==> src/hdl/bus_ctl_pkg.sv <==
package bus_ctl_pkg;

  // ****************************************************
  // Cycle status codes, high line first
  // ****************************************************
  localparam logic [2:0] ST_INTA = 3'h0;
  localparam logic [2:0] ST_IORD = 3'h1;
  localparam logic [2:0] ST_IOWR = 3'h2;
  localparam logic [2:0] ST_HALT = 3'h3;
  localparam logic [2:0] ST_FETCH = 3'h4;
  localparam logic [2:0] ST_MRD = 3'h5;
  localparam logic [2:0] ST_MWR = 3'h6;
  localparam logic [2:0] ST_IDLE = 3'h7;

  // ****************************************************
  // Request kinds from the core
  // ****************************************************
  typedef enum logic [2:0] {
    REQ_INTA = 3'b000,
    REQ_IORD = 3'b001,
    REQ_IOWR = 3'b010,
    REQ_FETCH = 3'b100,
    REQ_MRD = 3'b101,
    REQ_MWR = 3'b110,
    REQ_RFSH = 3'b111
  } req_kind_t;

  typedef enum logic [1:0] {
    PH_IDLE = 2'b00,
    PH_ADDR = 2'b01,
    PH_DATA = 2'b10,
    PH_END = 2'b11
  } phase_t;

  // Reset values of the outputs and synchroniser depth
  localparam logic RST_STROBE_N = 1'b1;
  localparam logic RST_RESOUT = 1'b1;
  localparam int SYNC_STAGES = 3;

endpackage

==> src/hdl/pin_sync.sv <==
`timescale 1ns/1ps
`default_nettype none
module pin_sync #(
  parameter logic RST_VAL = 1'b0 // Idle level of the pin
) (
  input wire logic clk_in, // Core clock
  input wire logic arst_n_in, // Async reset, active low
  input wire logic pin_in, // Asynchronous pin
  output logic level_out // Filtered level
);
  logic [2:0] sh_q;
  // Reset to the idle level, no false edge after reset
  always_ff @(posedge clk_in or negedge arst_n_in) begin
    if (!arst_n_in) begin
      sh_q <= {3{RST_VAL}};
    end else begin
      sh_q <= {sh_q[1:0], pin_in};
    end
  end
  // Change counts once second and third stage agree
  always_ff @(posedge clk_in or negedge arst_n_in) begin
    if (!arst_n_in) begin
      level_out <= RST_VAL;
    end else if (sh_q[1] == sh_q[2]) begin
      level_out <= sh_q[2];
    end
  end
endmodule
`default_nettype wire

==> src/hdl/bus_ctl.sv <==
// Behaviour
// - A cycle ends only with ready high, unless on-chip select drives it.
// - Reset low aborts any cycle and puts every pin at a defined level.
// - The reset output is high for as long as reset input is low.
// - The refresh strobe is low for a whole refresh cycle, else high.
// - Status shows 000 acknowledge, 001 I/O read, 010 I/O write.
// - Status shows 011 when halted and 100 for a queue fetch.
// - Status shows 101 memory read, 110 memory write, 111 when idle.
// - The write strobe is low only while write data drive the data bus; the data stay driven one clock longer.
// - The wait instruction stalls while test is high, resumes when low.
// - Upper select is low in memory cycles inside the upper range.
// - The read strobe is low during read cycles.
`timescale 1ns/1ps
`default_nettype none
module bus_ctl #(
  parameter int ADDR_W = 20
) (
  input wire logic core_clk_in, // Core clock 250 MHz
  input wire logic arst_n_in, // Reset input, active low
  input wire logic req_valid_in, // Core requests a cycle
  input wire bus_ctl_pkg::req_kind_t req_kind_in, // Cycle kind
  input wire logic [ADDR_W-1:0] req_addr_in, // Cycle address
  input wire logic req_cs_in, // Cycle decoded by on-chip select
  input wire logic halt_in, // Core halted
  input wire logic wait_insn_in, // Core executing wait instruction
  input wire logic [ADDR_W-1:0] upper_base_in, // Upper range start
  input wire logic ready_in, // Ready pin
  input wire logic test_n_in, // Test pin, active low
  output logic req_done_out, // One-cycle pulse, cycle finished
  output logic wait_stall_out, // Core must stall
  output logic [2:0] cycle_status_out, // Bit 2 is cycle_status_bit2_n
  output logic rd_strobe_n_out, // Read strobe
  output logic wr_strobe_n_out, // Write strobe
  output logic data_oe_out, // Drive write data on bus
  output logic rfsh_n_out, // Refresh strobe
  output logic ucs_n_out, // Upper-region select
  output logic resout_out // Reset output, active high
);
  import bus_ctl_pkg::*;

  if (ADDR_W < 2 || ADDR_W > 32) begin : g_addr_w_check
    $error("ADDR_W out of range");
  end

  // ****************************************************
  // Pin synchronisers
  // ****************************************************
  logic ready_s;
  logic test_n_s;
  pin_sync #(
    .RST_VAL(1'b0)
  ) u_rdy (
    .clk_in(core_clk_in),
    .arst_n_in(arst_n_in),
    .pin_in(ready_in),
    .level_out(ready_s)
  );
  // Test pin idles high, no false resume after reset
  pin_sync #(
    .RST_VAL(1'b1)
  ) u_tst (
    .clk_in(core_clk_in),
    .arst_n_in(arst_n_in),
    .pin_in(test_n_in),
    .level_out(test_n_s)
  );

  function automatic logic is_mem(input req_kind_t k);
    return k == REQ_FETCH || k == REQ_MRD || k == REQ_MWR;
  endfunction

  function automatic logic [2:0] code_of(input req_kind_t k);
    case (k)
      REQ_INTA: return ST_INTA;
      REQ_IORD: return ST_IORD;
      REQ_IOWR: return ST_IOWR;
      REQ_FETCH: return ST_FETCH;
      REQ_MRD: return ST_MRD;
      REQ_MWR: return ST_MWR;
      default: return ST_IDLE;
    endcase
  endfunction

  // ****************************************************
  // Cycle sequencer
  // ****************************************************
  phase_t ph_q;
  req_kind_t kind_q;
  logic cs_q;
  logic [ADDR_W-1:0] addr_q;
  logic end_ok;

  assign end_ok = cs_q || ready_s;

  always_ff @(posedge core_clk_in or negedge arst_n_in) begin
    if (!arst_n_in) begin
      ph_q <= PH_IDLE;
      kind_q <= REQ_RFSH;
      cs_q <= 1'b0;
      addr_q <= '0;
    end else begin
      case (ph_q)
        PH_IDLE: begin
          if (req_valid_in) begin
            ph_q <= PH_ADDR;
            kind_q <= req_kind_in;
            cs_q <= req_cs_in;
            addr_q <= req_addr_in;
          end
        end
        PH_ADDR: ph_q <= PH_DATA;
        PH_DATA: begin
          if (end_ok) begin
            ph_q <= PH_END;
          end
        end
        PH_END: ph_q <= PH_IDLE;
        default: ph_q <= PH_IDLE;
      endcase
    end
  end

  logic active;
  logic in_upper;
  assign active = ph_q != PH_IDLE;
  assign in_upper = addr_q >= upper_base_in;

  // ****************************************************
  // Pin outputs
  // ****************************************************
  always_ff @(posedge core_clk_in or negedge arst_n_in) begin
    if (!arst_n_in) begin
      cycle_status_out <= ST_IDLE;
      rd_strobe_n_out <= RST_STROBE_N;
      wr_strobe_n_out <= RST_STROBE_N;
      data_oe_out <= 1'b0;
      rfsh_n_out <= RST_STROBE_N;
      ucs_n_out <= RST_STROBE_N;
      req_done_out <= 1'b0;
    end else begin
      // Halt code when idle and halted
      if (ph_q == PH_IDLE && req_valid_in) begin
        cycle_status_out <= code_of(req_kind_in);
      end else if (ph_q == PH_ADDR || (ph_q == PH_DATA && !end_ok)) begin
        cycle_status_out <= code_of(kind_q);
      end else if (halt_in) begin
        cycle_status_out <= ST_HALT;
      end else begin
        cycle_status_out <= ST_IDLE;
      end
      rd_strobe_n_out <= !((ph_q == PH_ADDR || (ph_q == PH_DATA && !end_ok))
        && (kind_q == REQ_MRD || kind_q == REQ_IORD
        || kind_q == REQ_FETCH || kind_q == REQ_INTA));
      wr_strobe_n_out <= !((ph_q == PH_ADDR || (ph_q == PH_DATA && !end_ok))
        && (kind_q == REQ_MWR || kind_q == REQ_IOWR));
      data_oe_out <= active && (kind_q == REQ_MWR || kind_q == REQ_IOWR)
        && !(ph_q == PH_END);
      rfsh_n_out <= !((ph_q == PH_IDLE && req_valid_in
        && req_kind_in == REQ_RFSH)
        || (ph_q == PH_ADDR || ph_q == PH_DATA) && kind_q == REQ_RFSH);
      ucs_n_out <= !((ph_q == PH_ADDR || ph_q == PH_DATA)
        && is_mem(kind_q) && in_upper);
      req_done_out <= ph_q == PH_DATA && end_ok;
    end
  end

  always_ff @(posedge core_clk_in or negedge arst_n_in) begin
    if (!arst_n_in) begin
      resout_out <= RST_RESOUT;
    end else begin
      resout_out <= 1'b0;
    end
  end

  always_ff @(posedge core_clk_in or negedge arst_n_in) begin
    if (!arst_n_in) begin
      wait_stall_out <= 1'b0;
    end else begin
      wait_stall_out <= wait_insn_in && test_n_s;
    end
  end

  // ****************************************************
  // Assertions
  // ****************************************************
  a_ready_hold: assert property (@(posedge core_clk_in)
    disable iff (!arst_n_in)
    (ph_q == PH_DATA && !cs_q && !ready_s) |=> ph_q == PH_DATA)
    else $error("cycle ended without ready");
  a_cs_ends: assert property (@(posedge core_clk_in)
    disable iff (!arst_n_in)
    (ph_q == PH_DATA && cs_q) |=> ph_q == PH_END)
    else $error("select cycle did not end");
  a_resout_low: assert property (@(posedge core_clk_in)
    disable iff (!arst_n_in) $rose(arst_n_in) |-> 1'b1 ##1 !resout_out)
    else $error("reset output stuck");
  a_idle_code: assert property (@(posedge core_clk_in)
    disable iff (!arst_n_in)
    (ph_q == PH_IDLE && !req_valid_in && !halt_in) |=>
    cycle_status_out == ST_IDLE)
    else $error("idle code wrong");
  a_halt_code: assert property (@(posedge core_clk_in)
    disable iff (!arst_n_in)
    (ph_q == PH_IDLE && !req_valid_in && halt_in) |=>
    cycle_status_out == ST_HALT)
    else $error("halt code wrong");
  a_start_code: assert property (@(posedge core_clk_in)
    disable iff (!arst_n_in)
    (ph_q == PH_IDLE && req_valid_in && req_kind_in == REQ_IORD) |=>
    cycle_status_out == ST_IORD ##1 cycle_status_out == ST_IORD)
    else $error("I/O read code wrong");
  a_rfsh_low: assert property (@(posedge core_clk_in)
    disable iff (!arst_n_in)
    (ph_q == PH_ADDR && kind_q == REQ_RFSH) |=> !rfsh_n_out)
    else $error("refresh strobe high");
  a_wr_excl: assert property (@(posedge core_clk_in)
    disable iff (!arst_n_in)
    !wr_strobe_n_out |-> data_oe_out && rd_strobe_n_out)
    else $error("write strobe without data");
  a_wait_stall: assert property (@(posedge core_clk_in)
    disable iff (!arst_n_in)
    (wait_insn_in && test_n_s) |=> wait_stall_out)
    else $error("wait did not stall");
  a_ucs_io: assert property (@(posedge core_clk_in)
    disable iff (!arst_n_in)
    (ph_q == PH_ADDR && !is_mem(kind_q)) |=> ucs_n_out)
    else $error("select in non-memory cycle");
  c_mem_read: cover property (@(posedge core_clk_in)
    disable iff (!arst_n_in) ph_q == PH_DATA && kind_q == REQ_MRD && !end_ok);
  c_refresh: cover property (@(posedge core_clk_in)
    disable iff (!arst_n_in) !rfsh_n_out);
  c_stall: cover property (@(posedge core_clk_in)
    disable iff (!arst_n_in) wait_stall_out);
endmodule
`default_nettype wire

==> config.mk <==
export PLATFORM = sky130hd
export DESIGN_NAME = bus_ctl
export DESIGN_NICKNAME = d
export VERILOG_FILES = /design/src/hdl/bus_ctl_pkg.sv /design/src/hdl/pin_sync.sv /design/src/hdl/bus_ctl.sv
export SDC_FILE = /design/constraint.sdc
export NUM_CORES = 1
export LEC_CHECK = 0
export BUFFER_PORTS_ARGS = -buffer_cell sky130_fd_sc_hd__buf_4
export CAP_MARGIN = 30
export CORE_UTILIZATION = 52
export DETAILED_ROUTE_END_ITERATION = 10
export MAX_ROUTING_LAYER = met4
export PLACE_DENSITY = 0.91
export SLEW_MARGIN = 25
export SYNTH_ARGS = -nofsm -noshare
export SYNTH_HDL_FRONTEND = slang
export SYNTH_HIERARCHICAL = 1
export SYNTH_SLANG_ARGS = --single-unit
==> constraint.sdc <==
create_clock -name core_clk_in -period 2 [get_ports core_clk_in]
set_input_delay 0.3 -clock core_clk_in [delete_from_list [all_inputs] [get_ports core_clk_in]]
set_output_delay 0.3 -clock core_clk_in [all_outputs]
set_load 0.01 [all_outputs]
==> flow_metrics.env, run 1 <==
export IMPL_initial_utilization=0.553
export IMPL_fin_skew_ps=6.65
export IMPL_path_class="register to register"
export IMPL_worst_setup_path_end_kind="register"
export IMPL_core_um2=4090
export IMPL_finalHoldViolCount=0
export IMPL_antenna_left=0
export IMPL_drive_gt1_frac=0.480
export IMPL_die_w_um=67.9
export IMPL_yosysUniqueCellTypes=34
export IMPL_hp_start="test_n_in"
export IMPL_h_tree_depth=2
export IMPL_fmax_mhz=585
export IMPL_grt_max_degree=46
export IMPL_dieArea_um2=4610
export IMPL_yosys_warnings=6
export IMPL_worst_slew_pin_slew_ps=537
export IMPL_r2r_start="ph_q[0]"
export IMPL_path_delay_family="simple AND/OR/NAND/NOR gates"
export IMPL_crit_start="ph_q[0]"
export IMPL_arrival_ps=1950
export IMPL_wire_per_inst_um=13.6
export IMPL_cts_sinks=45
export IMPL_grt_pass1_vias=1457
export IMPL_finalMaxSlewViolations=0
export IMPL_num_vias=1453
export IMPL_hp_class="primary input to register"
export IMPL_clk_latency_ps=300
export IMPL_seq_area_frac_synth=0.507
export IMPL_cts_tree="built"
export IMPL_synth_top_area_frac=0.332
export IMPL_period_needed_ps=1710
export IMPL_pin_count=62
export IMPL_ys_ff_latch=45
export IMPL_p_leak_nw=1.49
export IMPL_setup_violations=0
export IMPL_portBuffers=61
export IMPL_cp_buffers_inverters=1
export IMPL_synth_top_cell_by_area="dfrtp_1"
export IMPL_hpwl_mm=3.12
export IMPL_nets=318
export IMPL_gp_congestion=0.741
export IMPL_drt_iter0_drc=9
export IMPL_syn_inst=176
export IMPL_cts_buffers=5
export IMPL_drtPass1Iterations=4
export IMPL_cts_resized_gates=0
export IMPL_p_per_area_nw_per_um2=1290
export IMPL_post_cts_setup_buffers=0
export IMPL_drc=0
export IMPL_syn2layout_area_growth_pct=26.6
export IMPL_slowest_delay_ps=420
export IMPL_totalWireLength_mm=3.99
export IMPL_cp_start_kind="register"
export IMPL_fin_cells=294
export IMPL_rows=23
export IMPL_setup_tns_ps=0
export IMPL_outcome="completed"
export IMPL_clock_path_buffers=2
export IMPL_antenna_found_initial=0
export IMPL_avgSynthCellArea_um2=12.8
export IMPL_synth_area_um2=2260
export IMPL_cp_slowest_cell="dfrtp_1"
export IMPL_cts_root_buf="clkbuf_8"
export IMPL_overflow=0
export IMPL_synthTopCellsByArea="dfrtp_1, dfstp_2, ha_1, mux2_4, inv_1"
export IMPL_fin_util=0.700
export IMPL_ctsHoldBuffers=1
export IMPL_diodes=0
export IMPL_clk_pin_slew_ps=90
export IMPL_syn_nets=251
export IMPL_via_per_inst=4.94
export IMPL_cp_data_required_time_ps=2240
export IMPL_fillers=267
export IMPL_die_height_um=67.9
export IMPL_dpl_cell_count=285
export IMPL_grt_util_all_layers=0.198
export IMPL_ir_drop_uv=668
export IMPL_crit_chain="inv_1 > ha_1 > nand2_4 > mux2_4 > nand2b_1"
export IMPL_drv_cap=0
export IMPL_finalCritPeriodShare=0.855
export IMPL_cp_max_fo=28
export IMPL_grt_pass1_wl_mm=6.33
export IMPL_rsz0062_at_grt="no"
export IMPL_slew_headroom=0.642
layout make-up:
type,count,area (µm²),area share
Clock inverter,3,23.8,0.00831
Timing Repair Buffer,62,468,0.164
Multi-Input combinational cell,107,1010,0.353
Inverter,22,82.6,0.0289
Tap cell,50,62.6,0.0219
Sequential cell,45,1140,0.400
Clock buffer,5,68.8,0.0241
synthesized netlist by cell type:
| library cell | count |
|---|---|
| nor2b_1 | 2 |
| mux2_2 | 5 |
| inv_1 | 22 |
| o22a_1 | 2 |
| dfstp_2 | 15 |
| nand2_4 | 1 |
| dfrtp_1 | 30 |
| a211oi_1 | 1 |
| nand2b_1 | 2 |
| o21ai_0 | 2 |
| o22ai_1 | 1 |
| and2_1 | 1 |
| conb_1 | 1 |
| or2_1 | 1 |
| a41oi_2 | 1 |
| ha_1 | 24 |
| or2_2 | 1 |
| a211oi_2 | 2 |
| a21oi_2 | 1 |
| o21ai_1 | 3 |
| a21o_1 | 2 |
| nand2_1 | 10 |
| a21oi_1 | 8 |
| nand4_1 | 2 |
| nor3_1 | 1 |
| nand3_1 | 3 |
| nor2_1 | 4 |
| and2b_1 | 1 |
| maj3_2 | 2 |
| nor4b_1 | 1 |
| or3b_1 | 2 |
| mux2_4 | 19 |
| nor2_2 | 1 |
| buf_6 | 2 |
worst paths after layout:
kind                                  endpoint  slack [ps]  cells past startpoint
max                        cycle_status_out[1]         290                      5
min reg2reg                      u_tst/sh_q[1]         360                      0
min                              u_tst/sh_q[0]         100                      1
min in group asynchronous            addr_q[8]         520                      2
max reg2reg                cycle_status_out[1]         290                      5
max in group asynchronous        u_tst/sh_q[0]        1100                      2
flip-flops by register name (all words and copies together) (netlist names), 2 cells and up:
register / flops
addr_q: 20
cycle_status_out: 3
kind_q: 3
u_rdy/sh_q: 3
u_tst/sh_q: 3
ph_q: 2
stage by stage:
| stage | cell area, µm² | worst slack (ps) | power (mW) | hold slack (ps) |
|---|---|---|---|---|
| 2_1_floorplan | 2260 | 588 | 2.69 | 4.41 |
| 3_3_place_gp | 2760 | 397 | 3.05 | 310 |
| 3_5_place_dp | 2760 | 271 | 3.15 | 317 |
| 4_1_cts | 2860 | 270 | 3.73 | 91.9 |
| 5_1_grt | 2860 | 207 | 3.99 | 78.9 |
| 6_report | 2860 | 291 | 3.69 | 102 |
cells in the final DEF, fill, tap and decap left out, drive strengths merged, types with 2 or more instances in the layout:
master / count
buf: 61
dfrtp: 30
ha: 24
inv: 24
mux2: 24
dfstp: 15
nand2: 11
a21oi: 9
clkbuf: 5
nor2: 5
o21ai: 5
nand3: 3
a211oi: 3
nand2b: 2
or3b: 2
o22a: 2
nand4: 2
nor2b: 2
a21o: 2
maj3: 2
or2: 2
where the power goes:
part	switching (mW)	total, mW	internal (mW)
logic	0.654	1.55	0.899
clock network	0.317	0.570	0.253
registers	0.233	1.57	1.34
cells by family after synthesis:
group | synth area share
flops | 0.507
fa+ha+maj | 0.143
buf+inv | 0.0465
mux | 0.151
compound gates | 0.0714
other cells | 0.00166
simple gates | 0.0797
worst reg2reg max path, cell delays in order, from the launching register on:
cell and delay, ps:
dfrtp_1 420, inv_1 90, ha_1 270, nand2_4 370, mux2_4 350, nand2b_1 140
metal layers:
layer | GRT usage | vias up | part of all wire
met3 | 0.0433 | 8 | 0.044
met1 | 0.225 | 673 | 0.42
li1 | - | 736 | -
met5 | - | - | 0
met2 | 0.332 | 36 | 0.51
met4 | 0.0911 | 0 | 0.025
(Power assumes the default switching activity.)
==> inputs of run 2 (changes only) <==
--- a/config.mk
+++ b/config.mk
@@ -7,7 +7,9 @@
 export LEC_CHECK = 0
 export BUFFER_PORTS_ARGS = -buffer_cell sky130_fd_sc_hd__buf_4
 export CAP_MARGIN = 30
+export CORE_ASPECT_RATIO = 0.7
 export CORE_UTILIZATION = 52
+export CTS_CLUSTER_SIZE = 28
 export DETAILED_ROUTE_END_ITERATION = 10
 export MAX_ROUTING_LAYER = met4
 export PLACE_DENSITY = 0.91
==> run 2 against run 1 <==
  * Die area about the same
  * Critical path depth unchanged
  * Critical endpoint unchanged
  * Critical path type unchanged
  * Clock skew up 3.9 ps
  * Combinational power about the same
  * Maximum frequency up 0.87%
==> flow_metrics.env, run 2 (synthesized netlist as in run 1, its figures left out) <==
export IMPL_outcome="completed"
export IMPL_drtPass1Iterations=4
export IMPL_cts_tree="built"
export IMPL_num_vias=1527
export IMPL_grt_util_all_layers=0.210
export IMPL_cts_buffers=5
export IMPL_largest_register="addr_q"
export IMPL_pwr_share_comb=0.425
export IMPL_overflow=0
export IMPL_place_ws_ps=317
export IMPL_fin_util=0.708
export IMPL_nets=318
export IMPL_switching_power_mw=1.20
export IMPL_worstReg2RegEnd="cycle_status_out[1]"
export IMPL_post_cts_setup_buffers=0
export IMPL_cts_root_buf="clkbuf_8"
export IMPL_die_height_um=57.2
export IMPL_hpwl_mm=3.16
export IMPL_cp_start_kind="register"
export IMPL_cp_data_required_time_ps=2230
export IMPL_setup_slack_ps=305
export IMPL_portBuffers=61
export IMPL_setup_violations=0
export IMPL_min_path_cells=1
export IMPL_finalCritPeriodShare=0.847
export IMPL_die_w_um=80.8
export IMPL_finalHoldViolCount=0
export IMPL_antenna_left=0
export IMPL_arrival_ps=1920
export IMPL_fmax_mhz=590
export IMPL_clkPwrFrac=0.154
export IMPL_rows=19
export IMPL_gp_congestion=0.801
export IMPL_via_per_inst=5.16
export IMPL_ir_drop_uv=640
export IMPL_pin_count=62
export IMPL_slew_headroom=0.624
export IMPL_crit_start="ph_q[0]"
export IMPL_pwr_share_seq=0.421
export IMPL_cp_max_fo=28
export IMPL_final_cell_mix="buf_4, dfrtp_1, ha_1"
export IMPL_period_needed_ps=1690
export IMPL_p_leak_nw=1.49
export IMPL_core_um2=4040
export IMPL_grt_max_degree=46
export IMPL_r2r_cells=5
export IMPL_cts_sinks=45
export IMPL_r2r_start="ph_q[0]"
export IMPL_dieArea_um2=4620
export IMPL_clk_latency_ps=300
export IMPL_finalMaxSlewViolations=0
export IMPL_worst_setup_path_end_kind="register"
export IMPL_path_class="register to register"
export IMPL_h_tree_depth=2
export IMPL_drc=0
export IMPL_fillers=306
export IMPL_fin_skew_ps=10.6
export IMPL_place_area_um2=2760
export IMPL_antenna_found_initial=0
export IMPL_power_internal_mw=2.52
export IMPL_totalWireLength_mm=4.16
export IMPL_rsz0062_at_grt="no"
export IMPL_clk_pin_slew_ps=80
export IMPL_p_per_area_nw_per_um2=1300
export IMPL_endpoint="cycle_status_out[1]"
export IMPL_p_sw_frac=0.322
export IMPL_worst_slew_pin_slew_ps=563
export IMPL_multi_input_area_um2=1010
export IMPL_grt_pass1_vias=1583
export IMPL_drv_cap=0
export IMPL_hp_class="primary input to register"
export IMPL_wire_per_inst_um=14.1
export IMPL_largest_reg_flops=20
export IMPL_setup_tns_ps=0
export IMPL_drive_gt1_frac=0.471
export IMPL_grt_pass1_wl_mm=6.83
export IMPL_fin_area_um2=2860
export IMPL_drt_iter0_drc=39
export IMPL_clock_path_buffers=2
export IMPL_syn2layout_area_growth_pct=26.6
export IMPL_final_common_cell="buf_4"
export IMPL_ff2ff_setup_slack_ps=310
export IMPL_initial_utilization=0.559
export IMPL_diodes=0
export IMPL_seq_area_um2=1140
==> run 2: cell types whose count changed in the layout (fill, tap and decap cells not counted), sizes merged <==
cell and delta:
inv -2, clkinv -1, clkbuf +3
==> run 2: worst max-delay path, cell delays in order (launching register included) <==
cell and delay [ps]:
dfrtp_1 400, inv_1 80, ha_1 260, nand2_4 380, mux2_4 350, nand2b_1 140
==> run 2: worst min-delay path by stage <==
| stage | to | slack, ps | start |
|---|---|---|---|
| floorplan | addr_q[0] | 4 | arst_n_in |
| global placement | addr_q[3] | 330 | arst_n_in |
| detailed placement | addr_q[1] | 330 | arst_n_in |
| CTS | u_rdy/sh_q[0] | 90 | ready_in |
| global route | u_rdy/sh_q[0] | 90 | ready_in |
| finish | u_rdy/sh_q[0] | 100 | ready_in |
==> run 2: cell type report <==
class                           count  area share
Tap cell                           52      0.0227
Inverter                           22      0.0289
Timing Repair Buffer               62       0.164
Clock buffer                        8      0.0315
Sequential cell                    45       0.400
Multi-Input combinational cell    107       0.353
==> run 2: power groups by stage <==
stage	logic [mW]	clock network (mW)	registers, mW
final	1.58	0.572	1.57
after floorplan	1.15	0	1.55
after detailed placement	1.58	0	1.58
after CTS	1.59	0.594	1.57
after global placement	1.50	0	1.56
after global routing	1.77	0.618	1.61
==> run 2: metrics by stage <==
stage                     hold WS, ps  instances  power [mW]
after floorplan                  4.41        176        2.69
after global placement            325        287        3.06
after detailed placement          326        287        3.16
after CTS                        89.7        296        3.75
after global routing             89.7        296        4.00
final                             102        296        3.72
==> run 2: repair_timing <==
action | in CTS | in global routing
endpoints found under the setup margin | 0 | 0
hold endpoints to repair | 18 | 0
hold buffers | 1 | 0
resized for setup | 0 | 0
==> run 2: metal layers <==
layer | track usage | wire, µm
met5 | - | 0
met4 | 0.110 | 83
met3 | 0.0528 | 225
met2 | 0.327 | 1920
met1 | 0.254 | 1930
